$ cat src/design/sadw_params.svh
`ifndef SADW_PARAMS_SVH
`define SADW_PARAMS_SVH
// window bases (top six address bits select a 64 MB window)
`define SADW_WIN_DTCM 6'h01
`define SADW_WIN_SRAM_BUF 6'h10
`define SADW_WIN_FLASH_BUF 6'h11
`define SADW_WIN_PERIPHERAL_BRIDGE_ZERO_BUF 6'h12
`define SADW_WIN_PERIPHERAL_BRIDGE_ONE_BUF 6'h13
`define SADW_WIN_SRAM_NB 6'h14
`define SADW_WIN_FLASH_NB 6'h15
`define SADW_WIN_PERIPHERAL_BRIDGE_ZERO_NB 6'h16
`define SADW_WIN_PERIPHERAL_BRIDGE_ONE_NB 6'h17
`define SADW_WIN_BUF_LO 6'h18
`define SADW_WIN_BUF_HI 6'h1A
`define SADW_WIN_NB_LO 6'h1B
`define SADW_WIN_NB_HI 6'h1D
`define SADW_WIN_BUF_TOP 6'h1E
`define SADW_BOOT_ADDR 32'h0000_0000
`define SADW_BUFEN_BIT 3
// sram size codes
`define SADW_SRAM_32K 2'h0
`define SADW_SRAM_64K 2'h1
`define SADW_SRAM_96K 2'h2
`define SADW_SRAM_32K_BYTES 32'h0000_8000
`define SADW_SRAM_64K_BYTES 32'h0001_0000
`define SADW_SRAM_96K_BYTES 32'h0001_8000
`define SADW_BOOTSIZE_RST 32'h0001_0000
`endif

$ cat src/design/sadw_pkg.sv
package sadw_pkg;
  typedef enum logic [3:0] {
    SADW_TGT_NONE  = 4'h0,
    SADW_TGT_FLASH = 4'h1,
    SADW_TGT_DTCM  = 4'h2,
    SADW_TGT_SRAM  = 4'h3,
    SADW_TGT_PERIPHERAL_BRIDGE_ZERO  = 4'h4,
    SADW_TGT_PERIPHERAL_BRIDGE_ONE  = 4'h5,
    SADW_TGT_AHBP  = 4'h6
  } sadw_tgt_t;

  typedef enum logic [2:0] {
    SADW_IDLE = 3'b001,
    SADW_DIRECT = 3'b010,
    SADW_DRAIN = 3'b100
  } sadw_state_t;

  typedef struct packed {
    logic        valid;
    logic        write;
    logic        fromCpu;
    logic [31:0] addr;
    logic [31:0] data;
  } sadw_req_t;

  typedef struct packed {
    logic        valid;
    sadw_tgt_t   target;
    logic        bankSel;
    logic        write;
    logic [31:0] addr;
    logic [31:0] data;
  } sadw_dst_t;

  typedef struct packed {
    logic [31:0] start;
    logic [31:0] size;
    logic        enable;
  } sadw_bank_t;
endpackage

$ cat src/design/sadw_decoder.sv
`timescale 1ns/1ps
`include "sadw_params.svh"
module sadw_decoder
  import sadw_pkg::*;
#(
  parameter int DEPTH = 4,
  parameter logic [1:0] SRAM_MAX = `SADW_SRAM_96K
) (
  input wire logic clock,
  input wire logic sys_rst,
  input wire sadw_req_t cpuReq,
  input wire sadw_req_t dmaReq,
  input wire logic cpuBufEnable,
  input wire logic [1:0] sramSizeSel,
  input wire sadw_bank_t bankCfgPri,
  input wire sadw_bank_t bankCfgSec,
  input wire logic cfgWrite,
  input wire logic nvBootSecondary,
  input wire logic [1:0] flashBusy,
  input wire logic dstDone,
  input wire logic [31:0] dstRdata,
  output sadw_dst_t dstReq,
  output logic cpuReady,
  output logic dmaReady,
  output logic [31:0] rdata,
  output logic bufEnabled,
  output logic [31:0] sramBytes,
  output logic [1:0] bankEnable,
  output logic bootIsSecondary,
  output logic [2:0] fifoCount
);
  // pointers wrap at DEPTH, so DEPTH must be a power of two
  localparam int PW = $clog2(DEPTH);

  // every register of the block except the fifo word store lives in this
  // struct, so that reset and update stay in one place
  typedef struct packed {
    sadw_state_t state;
    logic        bufEn;
    logic [31:0] sramLen;
    sadw_bank_t  bankP;
    sadw_bank_t  bankS;
    logic        bootSec;
    logic        strapDone;
    logic [PW-1:0] wrPtr;
    logic [PW-1:0] rdPtr;
    logic [PW:0] count;
    logic        curCpu;
    sadw_dst_t   dst;
    logic        cpuRdy;
    logic        dmaRdy;
    logic [31:0] rdata;
  } sadw_state_s_t;

  sadw_state_s_t s;
  sadw_state_s_t next_s;
  // a fifo word holds the full cpu address and the data, so a drained
  // entry still knows its window and its target
  logic [63:0] fifoMem [DEPTH];
  logic fifoPush;
  logic [63:0] fifoIn;

  // ------------------------------------------------------------
  // address decode
  // ------------------------------------------------------------
  // windows are 64 MB each; the top six address bits pick one
  // flat map: unmatched addresses fall to generic ahb target
  function automatic sadw_tgt_t tgtOf(input logic [31:0] a);
    logic [5:0] w;
    w = a[31:26];
    tgtOf = SADW_TGT_AHBP;
    if (w == 6'h00) tgtOf = SADW_TGT_FLASH;
    else if (w == `SADW_WIN_DTCM) tgtOf = SADW_TGT_DTCM;
    else if (w == `SADW_WIN_SRAM_BUF || w == `SADW_WIN_SRAM_NB)
      tgtOf = SADW_TGT_SRAM;
    else if (w == `SADW_WIN_FLASH_BUF || w == `SADW_WIN_FLASH_NB)
      tgtOf = SADW_TGT_FLASH;
    else if (w == `SADW_WIN_PERIPHERAL_BRIDGE_ZERO_BUF || w == `SADW_WIN_PERIPHERAL_BRIDGE_ZERO_NB)
      tgtOf = SADW_TGT_PERIPHERAL_BRIDGE_ZERO;
    else if (w == `SADW_WIN_PERIPHERAL_BRIDGE_ONE_BUF || w == `SADW_WIN_PERIPHERAL_BRIDGE_ONE_NB)
      tgtOf = SADW_TGT_PERIPHERAL_BRIDGE_ONE;
  endfunction

  // buffered alias windows, from 0x4000_0000 up to the peripheral_bridge_one buffered window
  // and the buffered high-speed ahb windows
  function automatic logic bufWin(input logic [31:0] a);
    logic [5:0] w;
    w = a[31:26];
    bufWin = (w >= `SADW_WIN_SRAM_BUF && w <= `SADW_WIN_PERIPHERAL_BRIDGE_ONE_BUF)
      || (w >= `SADW_WIN_BUF_LO && w <= `SADW_WIN_BUF_HI);
  endfunction

  // apb bridge base plus peripheral offset plus location offset
  // is kept as a byte offset within the 64 MB bridge window
  function automatic logic [31:0] localAddr(input logic [31:0] a);
    localAddr = {6'h00, a[25:0]};
  endfunction

  // flash bank of a flash access: boot bank owns zero until banks are set
  // a gap between configured banks falls back to the boot bank, so an
  // unset map still lands in flash
  function automatic logic bankOf(input logic [31:0] a,
                                  input sadw_bank_t p,
                                  input sadw_bank_t sc,
                                  input logic bs);
    logic [31:0] o;
    o = {6'h00, a[25:0]};
    if (sc.enable && o >= sc.start && o - sc.start < sc.size)
      bankOf = 1'b1;
    else if (p.enable && o >= p.start && o - p.start < p.size)
      bankOf = 1'b0;
    else
      bankOf = bs;
  endfunction

  function automatic logic [31:0] szBytes(input logic [1:0] c);
    case (c)
      `SADW_SRAM_64K: szBytes = `SADW_SRAM_64K_BYTES;
      `SADW_SRAM_96K: szBytes = `SADW_SRAM_96K_BYTES;
      default: szBytes = `SADW_SRAM_32K_BYTES;
    endcase
  endfunction

  // ------------------------------------------------------------
  // request classification
  // ------------------------------------------------------------
  logic cpuBuffered;
  logic fifoFull;
  logic rdHazard;
  logic [DEPTH-1:0] slotHit;

  // a read must not overtake a pending write to the same word; only the
  // offset is compared, which may wait needlessly across windows
  for (genvar g = 0; g < DEPTH; g++) begin : g_slot
    assign slotHit[g] = ((PW+1)'(g) < s.count)
      && (fifoMem[s.rdPtr + PW'(g)][57:34] == cpuReq.addr[25:2]);
  end

  always_comb begin
    cpuBuffered = cpuReq.write && s.bufEn
      && bufWin(cpuReq.addr);
    fifoFull = (s.count == (PW+1)'(DEPTH));
    rdHazard = |slotHit;
  end

  // ------------------------------------------------------------
  // next state
  // ------------------------------------------------------------
  logic [63:0] head;
  sadw_tgt_t headTgt;
  logic headBank;
  // the oldest fifo entry drains only while its flash bank is free
  logic headBlocked;
  always_comb begin
    next_s = s;
    next_s.cpuRdy = 1'b0;
    next_s.dmaRdy = 1'b0;
    fifoPush = 1'b0;
    head = fifoMem[s.rdPtr];
    headTgt = tgtOf(head[63:32]);
    headBank = bankOf(head[63:32], s.bankP, s.bankS, s.bootSec);
    headBlocked = (headTgt == SADW_TGT_FLASH)
      && flashBusy[headBank];
    fifoIn = {cpuReq.addr, cpuReq.data};
    next_s.bufEn = cpuBufEnable;
    // size register only grows to what this variant supports; the boot
    // bank is forced on, as firmware runs from it while it sets the map
    if (cfgWrite) begin
      next_s.sramLen = szBytes((sramSizeSel > SRAM_MAX) ? SRAM_MAX
        : sramSizeSel);
      next_s.bankP = bankCfgPri;
      next_s.bankS = bankCfgSec;
      if (s.bootSec) next_s.bankS.enable = 1'b1;
      else next_s.bankP.enable = 1'b1;
    end
    // strap caught once after release; cpu has no path to it
    if (!s.strapDone) begin
      next_s.strapDone = 1'b1;
      next_s.bootSec = nvBootSecondary;
      next_s.bankP.enable = !nvBootSecondary;
      next_s.bankS.enable = nvBootSecondary;
    end
    // buffered cpu write: accept at once unless full; this runs beside
    // the state machine, so a drain in progress never stalls the cpu
    if (s.strapDone && cpuReq.valid && cpuBuffered && !s.cpuRdy
        && !(s.state == SADW_DIRECT && s.curCpu) && !fifoFull) begin
      fifoPush = 1'b1;
      next_s.wrPtr = s.wrPtr + 1'b1;
      next_s.cpuRdy = 1'b1;
    end
    // priority: cpu direct access, then fifo drain, then other masters;
    // a read held by a hazard lets the drain run so the hazard clears
    case (s.state)
      SADW_IDLE: begin
        next_s.dst.valid = 1'b0;
        if (!s.strapDone) begin
          next_s.state = SADW_IDLE;
        end else if (cpuReq.valid && !cpuBuffered && !s.cpuRdy
                     && !(cpuReq.write == 1'b0 && rdHazard)
                     && !(tgtOf(cpuReq.addr) == SADW_TGT_FLASH
                          && flashBusy[bankOf(cpuReq.addr, s.bankP,
                                              s.bankS, s.bootSec)])) begin
          // direct cpu access, reads included
          next_s.state = SADW_DIRECT;
          next_s.curCpu = 1'b1;
          next_s.dst = '{1'b1, tgtOf(cpuReq.addr),
                         bankOf(cpuReq.addr, s.bankP, s.bankS, s.bootSec),
                         cpuReq.write, localAddr(cpuReq.addr), cpuReq.data};
        end else if (s.count != '0 && !headBlocked) begin
          // the entry goes to the target of the window it was written to
          next_s.state = SADW_DRAIN;
          next_s.dst = '{1'b1, headTgt, headBank, 1'b1,
                         localAddr(head[63:32]), head[31:0]};
        end else if (dmaReq.valid && !s.dmaRdy) begin
          // other masters never buffer
          next_s.state = SADW_DIRECT;
          next_s.curCpu = 1'b0;
          next_s.dst = '{1'b1, tgtOf(dmaReq.addr),
                         bankOf(dmaReq.addr, s.bankP, s.bankS, s.bootSec),
                         dmaReq.write, localAddr(dmaReq.addr), dmaReq.data};
        end
      end
      SADW_DIRECT: begin
        // the answer is registered, so ready and read data appear together
        // one cycle after the far side completes
        if (dstDone) begin
          next_s.dst.valid = 1'b0;
          next_s.state = SADW_IDLE;
          next_s.rdata = dstRdata;
          if (s.curCpu) next_s.cpuRdy = 1'b1;
          else next_s.dmaRdy = 1'b1;
        end
      end
      SADW_DRAIN: begin
        if (dstDone) begin
          next_s.dst.valid = 1'b0;
          next_s.state = SADW_IDLE;
          next_s.rdPtr = s.rdPtr + 1'b1;
        end
      end
      default: next_s.state = SADW_IDLE;
    endcase
    next_s.count = s.count + {{PW{1'b0}}, fifoPush}
      - {{PW{1'b0}}, (s.state == SADW_DRAIN && dstDone)};
  end

  // fifo word store kept out of the reset state
  always_ff @(posedge clock) begin
    if (fifoPush) begin
      fifoMem[s.wrPtr] <= fifoIn;
    end
  end

  // ------------------------------------------------------------
  // state register
  // ------------------------------------------------------------
  // reset fields below override the all-zero fill; the strap is caught on
  // the first edge after release, so requests count from the second
  always_ff @(posedge clock or posedge sys_rst) begin
    if (sys_rst) begin
      s <= '0;
      s.state <= SADW_IDLE;
      s.bufEn <= 1'b0;
      s.sramLen <= `SADW_SRAM_32K_BYTES;
      s.bankP.size <= `SADW_BOOTSIZE_RST;
      s.bankS.size <= `SADW_BOOTSIZE_RST;
    end else begin
      s <= next_s;
    end
  end

  // every output is a register field or a fixed slice of one
  assign dstReq = s.dst;
  assign cpuReady = s.cpuRdy;
  assign dmaReady = s.dmaRdy;
  assign rdata = s.rdata;
  assign bufEnabled = s.bufEn;
  assign sramBytes = s.sramLen;
  assign bankEnable = {s.bankS.enable, s.bankP.enable};
  assign bootIsSecondary = s.bootSec;
  assign fifoCount = 3'(s.count);
endmodule

$ cat config.mk
export PLATFORM = sky130hd
export DESIGN_NAME = sadw_decoder
export DESIGN_NICKNAME = d
export VERILOG_FILES = /design/src/design/sadw_pkg.sv /design/src/design/sadw_decoder.sv
export VERILOG_INCLUDE_DIRS = /design/src /design/src/design
export SDC_FILE = /design/constraint.sdc
export NUM_CORES = 2
export LEC_CHECK = 0
export BUFFER_PORTS_ARGS = -buffer_cell sky130_fd_sc_hd__clkbuf_2
export CAP_MARGIN = 10
export CORE_ASPECT_RATIO = 1.4
export CORE_UTILIZATION = 55
export CTS_CLUSTER_DIAMETER = 50
export DETAILED_ROUTE_END_ITERATION = 12
export PLACE_DENSITY_LB_ADDON = 0.12
export SETUP_SLACK_MARGIN = 0.15
export SKIP_CTS_REPAIR_TIMING = 1
export SYNTH_ARGS = -nofsm -noshare
export SYNTH_HDL_FRONTEND = slang
export SYNTH_SLANG_ARGS = --single-unit
$ cat constraint.sdc
create_clock -name clock -period 18.7 [get_ports clock]
set_clock_uncertainty 0.2 [all_clocks]
set_input_delay 3.74 -clock clock [delete_from_list [all_inputs] [get_ports clock]]
set_output_delay 3.74 -clock clock [all_outputs]
set_load 0.005 [all_outputs]
# == Word level (Yosys, flattened, before mapping) ==
# Memory sizes are Yosys's and may differ from the RTL's.
# Index checks and enable logic that the tools add are counted.
# word_totals
input_bits,306
ramBits,256
reg_bits,266
mem_count,1
elab_cells,236
# op_classes
n_addsub,12
order_cmp,23
mux,59
n_eq_ne,43
bitwise,1
reduce_logical,73
# mem_list
memory,words,word_bits,rd,rd_clocked_by_memory_dff,wr,line,source
fifoMem,4,64,4,0,1,sadw_decoder.sv:59,logic [63:0] fifoMem [DEPTH];
# ops
op,count
$ge 26x32->1,6
$lt 32x32->1,6
$sub 26x32->32,6
$eq 6x5->1 const B,24
$mux 72,2
$mux 71,2
$eq 24x24->1,4
$mux 34,2
$mux 66,1
$mux 3,14
$logic_and 1x1->1,36
$pmux 17 s2,1
$mux 4,6
$mux 1,22
$eq 6x1->1 const B,3
$logic_not 6->1,3
$mux 2,7
$logic_or 1x1->1,13
$ge 6x5->1 const B,2
$le 6x5->1 const B,2
$logic_not 1->1,9
$eq 4x1->1 const B,2
$reduce_and 2->1,4
$eq 3x3->1 const B,2
other kinds (24),32

# == Logic depth before layout (Yosys ltp) ==
# depth
ltp_word,17
mapped_depth,37
depth_no_buf,29

# == Worst setup path after synthesis ==
# Ideal clock, no wire load.
# synth_timing
kind,input to register
start,in cpuReq[32] (netlist bit)
end,reg s[279] (netlist bit)
arrival_ps,8558
path_buffers,2
slack_ps,9821
setup_time_ps,121
stages,26
path_cell_list,inv_1 > ha_1 > inv_1 > fa_1 > nand3_1 > a21oi_1 > nor3_1 > o21a_1 > o21ai_0 > o41ai_1 > o211ai_1 > o41ai_1 > o21ai_0 > nor2b_1 > xnor2_1 > ha_1 > nor2b_1 > o21ai_0 > o211ai_1 > or3_1 > and3_1 > o211ai_2 > buf_2 > buf_2 > a21oi_1 > o22a_1
# synth_via
elab_chain_len,15
word_cells_on_any_way,24
cone_classes,add/sub (2); order compare (4); eq/ne (1); mux (9); reduce/logical (8)
# synth_lines
item,line,source
from (decl),sadw_decoder.sv:11,"input wire sadw_req_t cpuReq,"
$sub 26x32->32 or $ge 26x32->1 (tied branches),sadw_decoder.sv:110,else if (p.enable && o >= p.start && o - p.start < p.size)
$lt 32x32->1 or $logic_and 1x1->1 (tied branches),sadw_decoder.sv:110,
$logic_and 1x1->1,sadw_decoder.sv:110,
$mux 1,sadw_decoder.sv:110,
$mux 1 *,sadw_decoder.sv:108,if (sc.enable && o >= sc.start && o - sc.start < sc.size)
$mux 1 *,sadw_decoder.sv:196,if (!s.strapDone) begin
$mux 1 *,sadw_decoder.sv:193,case (s.state)
$mux 1 (not written as such) * (2 in a row),sadw_decoder.sv:201,"&& flashBusy[bankOf(cpuReq.addr, s.bankP,"
$logic_and 1x1->1 *,sadw_decoder.sv:201,
$logic_not 1->1 *,sadw_decoder.sv:200,&& !(tgtOf(cpuReq.addr) == SADW_TGT_FLASH
$logic_and 1x1->1 *,sadw_decoder.sv:200,
$mux 3,sadw_decoder.sv:198,end else if (cpuReq.valid && !cpuBuffered && !s.cpuRdy
$mux 3,sadw_decoder.sv:196,
$pmux 3 s2,sadw_decoder.sv:193,
to (signal assigned),sadw_decoder.sv:268,s <= next_s;
to (decl),sadw_decoder.sv:55,sadw_state_s_t s;
# Mark *: on every way between the ends. The rest lies on a longest branch, timed or not. The select of a mux whose other input is x is not followed.
# A chain may end at the register's enable or synchronous reset.

# == Final worst setup path ==
# layout_timing
start,in cpuReq[32] (netlist bit)
end,"reg s, in the netlist dstReq[65]"
# layout_via
elab_chain_len,14
word_cells_on_any_way,22
cone_classes,add/sub (2); order compare (4); mux (7); reduce/logical (9)
# layout_lines
item,line
$sub 26x32->32 or $ge 26x32->1 (tied branches),sadw_decoder.sv:110
$lt 32x32->1 or $logic_and 1x1->1 (tied branches),sadw_decoder.sv:110
$logic_and 1x1->1,sadw_decoder.sv:110
$mux 1,sadw_decoder.sv:110
$mux 1 *,sadw_decoder.sv:108
$mux 1,sadw_decoder.sv:196
$mux 1,sadw_decoder.sv:193
$mux 1 (not written as such) (2 in a row),sadw_decoder.sv:201
$logic_and 1x1->1,sadw_decoder.sv:201
$logic_not 1->1,sadw_decoder.sv:200
$logic_and 1x1->1,sadw_decoder.sv:200
$reduce_bool 3->1 (no line),-
$reduce_and 3->1 (no line),-
# Marked as above.

==> results list <==
- Reported max-cap violation count: 0
- Summed over all layers, the global routing overflow is 0.
- A synthesized cell averages between 10 and 15 um2.
- Largest net degree at the start of global routing: 107
* Floorplan Core Area: 65300 um2
- Fin. Hold Viols: 0
- Counting the fill cells in the layout gives roughly 5.6k.
* Fraction of post-synthesis cell area in the top cell type by area: 21.2%
- Along the worst path, the maximum fanout reaches 97.
- Counting flops and latches in the post-synthesis netlist gives 500.
- Initial antenna violation count: 15
* Final Cycle Share: approximately three fifths
* TritonRoute pass-1 iters: 8
* Routability congestion estimate: approximately 0.98
- Via density: roughly 6.1
- Hold Crit Endpoint: dmaReady$_DFF_PP0_
- Worst reg-to-reg path cell count: 27
* Overall die area: between 60000 and 70000 um2
- In this run the deepest clock path goes through 3 buffers.
- TritonCTS clock tree: built
- Leakage power: around 0.017 uW
- Root buffer cell: sky130_fd_sc_hd__clkbuf_16
- In the routed design, unresolved DRC markers number 0.
* Maximum resistive drop on vdd: 82.1 uV
- Clock tree synthesis found a total of 500 sinks.
- Count of vias placed by the detailed router: 28.8k
* Setup TNS Final: 0 ns
* Global-route wire length before repair: 168000 um
* Num ports: 450
* Part of the Yosys area used for sequential elements: around two fifths
* Worst path slowest cell: sky130_fd_sc_hd__a31o_4
- WP data arrival: between 10 and 15 ns
- After synthesis, the cell types taking the most area are sky130_fd_sc_hd__edfxtp_1, sky130_fd_sc_hd__dfrtp_1, sky130_fd_sc_hd__ha_1.
- Type of the tightest min-delay check: flip-flop to flip-flop
* Cell repeated most along the worst path: sky130_fd_sc_hd__o21ai_0
* Routed len/inst: ~24 um
- At the later pin of the worst-skew pair, clock insertion delay measures ~0.65 ns.
- Final HPWL DP: ~86000 um
- The synthesized design contains roughly 260 enable-type register cells.
* Tot Pwr: 5070 uW
- Post-synthesis cell type with the largest combined area: sky130_fd_sc_hd__edfxtp_1
- Final Max Tran Viols: 0
- Cts bufs inserted: 52
* Initial DRC Count: ~2.3k
- Startpoint of the worst-slack reg-to-reg timing path: s[109]$_DFFE_PP0P_
- Chip Width: 219 um
* Cell row count: about 110
* Initial standard-cell utilization of the core: 55.5%
* Slew of the pin with the lowest slew margin: 1.17 ns
- Number of buffers and inverters on the critical path: 4
- Setup repair after global routing left no endpoint under its margin.
* Number of global-route vias before repair: between 20k and 30k
- The die is between 300 and 400 um tall.
* Top FF cell, synth: sky130_fd_sc_hd__edfxtp_1
* Final Net Count: about 4.5k
- The worst setup path is captured at a flip-flop.
- Count of H-tree levels built during CTS: 2
- Global routing consumed, over all layers together, between 30% and 40% of the routing resources.
- Gate count after technology mapping: around 3.6k
- Worst hold path stage count: 1
- Largest stage delay on the critical path: around 0.9 ns
* R2r setup slk: 8.92 ns
- Result of the run: finished clean
- Among cell families on the critical path, the largest total delay comes from compound AO/OA/AOI/OAI gates.
- After detailed routing, the total wire length is 113000 um.
- Port buffering added slightly above 400 buffers.
* Rel. slew slack: a little over a fifth
* PD cells: 127 nW/um2
- Of the cells placed in the final design, the portion with a size suffix greater than 1 is roughly 18%.
* Async set-or-reset flop fraction in the synthesized netlist: ~50%
- Category of the worst setup path launch point: input port
* Minimum clock period: 11.38 ns
- Clock transition at the registers of the reported paths: about 0.070 ns
* Antenna Nets Post-Route: 0
- Achievable clock frequency: 87.9 MHz
- Hold_sp: s[105]$_DFFE_PP0P_
- Relative to the synthesized area, the layout overhead comes to 10.2%.
- The mapped netlist covers 36300 um2.
- Final setup violation count: 0
* Critical path start-end classification: input port to flip-flop
- Number of distinct standard cells referenced by the synthesized netlist: 83
- STA puts the critical path data required time at between 15 and 20 ns.
* Synthesis warning total: 0
* Worst r2r dst: dstReq[65]$_DFFE_PP0P_
-- synth_stat cells, drive strengths merged, types with 6 or more instances --
library cell  instances
xnor2               170
a21o                 80
fa                    7
nand2b               18
o211a                35
and2                 14
mux2                 59
a21oi               210
o41ai                 6
xor2                 90
dfrtp               240
ha                  352
edfxtp              256
o2111ai               6
a21boi               13
o31ai                 8
mux2i                89
o221ai               19
inv                 175
clkbuf               92
o21bai               16
or4                   9
nor2                148
a2111oi              14
a31oi                15
nor3                 47
a22oi                11
nor4                 22
nand4                58
nor2b                39
o211ai               22
a211o                 8
and3                 46
a221oi               11
and4                  8
o21ai               313
nand2               402
a211oi               30
mux4                 81
o21a                 23
o22ai                13
or3                  16
buf                 201
nand3                50
-- per-stage QoR --
stage / cells / cell area [um2] / hold slack, ns / worst slack (ns) / utilization, %
final: 4740 / 39900 / 0.281 / 7.32 / 61.2
after detailed placement: 4640 / 38100 / 0.274 / 6.76 / 58.3
after CTS: 4738 / 39900 / 0.283 / 7.46 / 61.2
after global placement: 4640 / 38100 / 0.266 / 6.82 / 58.3
after floorplan: 3647 / 36400 / 0.238 / 8.07 / -
after global routing: 4739 / 39900 / 0.311 / 6.88 / 61.2
-- flip-flops by register name, indices dropped and copies added, names as in the netlist, 2 cells and up --
name        count
fifoMem       256
sramBytes       2
bankEnable      2
s             137
fifoCount       3
dstReq         64
rdata          32
-- power breakdown --
part | internal (uW) | total (uW) | switching (uW)
Clock | 642 | 1120 | 477
Combinational | 1080 | 2520 | 1450
Sequential | 1300 | 1430 | 127
-- layout make-up --
type                       instances  area [um2]  area share (%)
antenna                            2        5.00          0.0125
clock buffer                      66        1450            3.64
clock inverter                    32         412            1.03
inverter                         175         664            1.66
multi-input combinational       2679       20300            50.7
sequential                       500       13800            34.6
tap                              847        1060            2.65
timing repair buffer             439        2290            5.73
-- placed cells by master (no fill, tap or decap), types with 18 or more instances in the layout --
| master | count |
|---|---|
| sky130_fd_sc_hd__a21o_1 | 80 |
| sky130_fd_sc_hd__o21a_1 | 23 |
| sky130_fd_sc_hd__nor4_1 | 22 |
| sky130_fd_sc_hd__o211ai_1 | 21 |
| sky130_fd_sc_hd__and3_1 | 45 |
| sky130_fd_sc_hd__mux4_2 | 81 |
| sky130_fd_sc_hd__dfrtp_1 | 238 |
| sky130_fd_sc_hd__a21oi_1 | 208 |
| sky130_fd_sc_hd__buf_4 | 28 |
| sky130_fd_sc_hd__o211a_1 | 35 |
| sky130_fd_sc_hd__o21ai_1 | 50 |
| sky130_fd_sc_hd__clkbuf_2 | 409 |
| sky130_fd_sc_hd__xnor2_1 | 170 |
| sky130_fd_sc_hd__nand3_1 | 50 |
| sky130_fd_sc_hd__nor3_1 | 47 |
| sky130_fd_sc_hd__inv_1 | 174 |
| sky130_fd_sc_hd__nand2_1 | 402 |
| sky130_fd_sc_hd__nor2_1 | 148 |
| sky130_fd_sc_hd__nand4_1 | 58 |
| sky130_fd_sc_hd__conb_1 | 38 |
| sky130_fd_sc_hd__nand2b_1 | 18 |
| sky130_fd_sc_hd__xor2_1 | 90 |
| sky130_fd_sc_hd__o221ai_1 | 19 |
| sky130_fd_sc_hd__o21ai_0 | 263 |
| sky130_fd_sc_hd__a211oi_1 | 30 |
| sky130_fd_sc_hd__edfxtp_1 | 256 |
| sky130_fd_sc_hd__clkbuf_16 | 52 |
| sky130_fd_sc_hd__mux2i_1 | 89 |
| sky130_fd_sc_hd__nor2b_1 | 38 |
| sky130_fd_sc_hd__ha_1 | 352 |
| sky130_fd_sc_hd__mux2_2 | 59 |
-- kinds of logic (layout without fill, tap and decap cells) --
family	count (synthesis)	count (layout)	share of synthesized area, %
and+or+nand+nor	897	897	11.6
AOI/OAI and AO/OA	896	896	15.6
DFF	500	500	38.1
buffers and inverters	468	712	6.59
adders and majority gates	359	359	12.5
xor gates and xnor gates	260	260	6.28
muxes	229	229	9.32
other	2	40	0.0207
-- per-layer routing --
metal	GRT usage [%]	vias up	part of all wire [%]
li1	-	13600	-
met1	38.4	13800	37
met2	58.4	1122	49
met3	6.88	321	7.8
met4	18.1	16	6.2
met5	0	-	0.094
-- worst reg2reg max path, stage by stage, from the launching register on --
cell and delay (ns):
sky130_fd_sc_hd__dfrtp_4 0.83, sky130_fd_sc_hd__buf_4 0.77, sky130_fd_sc_hd__mux4_2 0.76, sky130_fd_sc_hd__ha_1 0.44, sky130_fd_sc_hd__o21ai_0 0.11, sky130_fd_sc_hd__a21oi_1 0.26
sky130_fd_sc_hd__and3_1 0.21, sky130_fd_sc_hd__a21oi_1 0.14, sky130_fd_sc_hd__o22ai_1 0.29, sky130_fd_sc_hd__or4_1 0.20, sky130_fd_sc_hd__a31oi_1 0.12, sky130_fd_sc_hd__a2111oi_0 0.69
sky130_fd_sc_hd__a21o_1 0.33, sky130_fd_sc_hd__nand2_1 0.10, sky130_fd_sc_hd__xor2_1 0.15, sky130_fd_sc_hd__ha_1 0.30, sky130_fd_sc_hd__and4_1 0.27, sky130_fd_sc_hd__nand2_1 0.09
sky130_fd_sc_hd__nor4_1 0.50, sky130_fd_sc_hd__o2111ai_1 0.21, sky130_fd_sc_hd__and3_1 0.29, sky130_fd_sc_hd__a31oi_4 0.35, sky130_fd_sc_hd__a41o_1 0.30, sky130_fd_sc_hd__a21o_1 0.10
sky130_fd_sc_hd__buf_4 0.31, sky130_fd_sc_hd__a31o_4 0.87, sky130_fd_sc_hd__a31oi_1 0.22, sky130_fd_sc_hd__a22o_1 0.26
-- worst max-delay path by stage --
| stage | startpoint | endpoint | slack, ns | cells after the start |
|---|---|---|---|---|
| floorplan | sys_rst | bankEnable[0]$_DFFE_PP0P_ | 8.07 | 1 |
| global placement | cpuReq[32] | dstReq[65]$_DFFE_PP0P_ | 6.82 | 27 |
| detailed placement | cpuReq[32] | dstReq[65]$_DFFE_PP0P_ | 6.76 | 27 |
| CTS | cpuReq[32] | dstReq[65]$_DFFE_PP0P_ | 7.46 | 27 |
| global route | cpuReq[32] | dstReq[55]$_DFFE_PP0P_ | 6.88 | 26 |
| finish | cpuReq[32] | dstReq[65]$_DFFE_PP0P_ | 7.32 | 27 |
No activity file was read; power rests on OpenSTA's default activity.
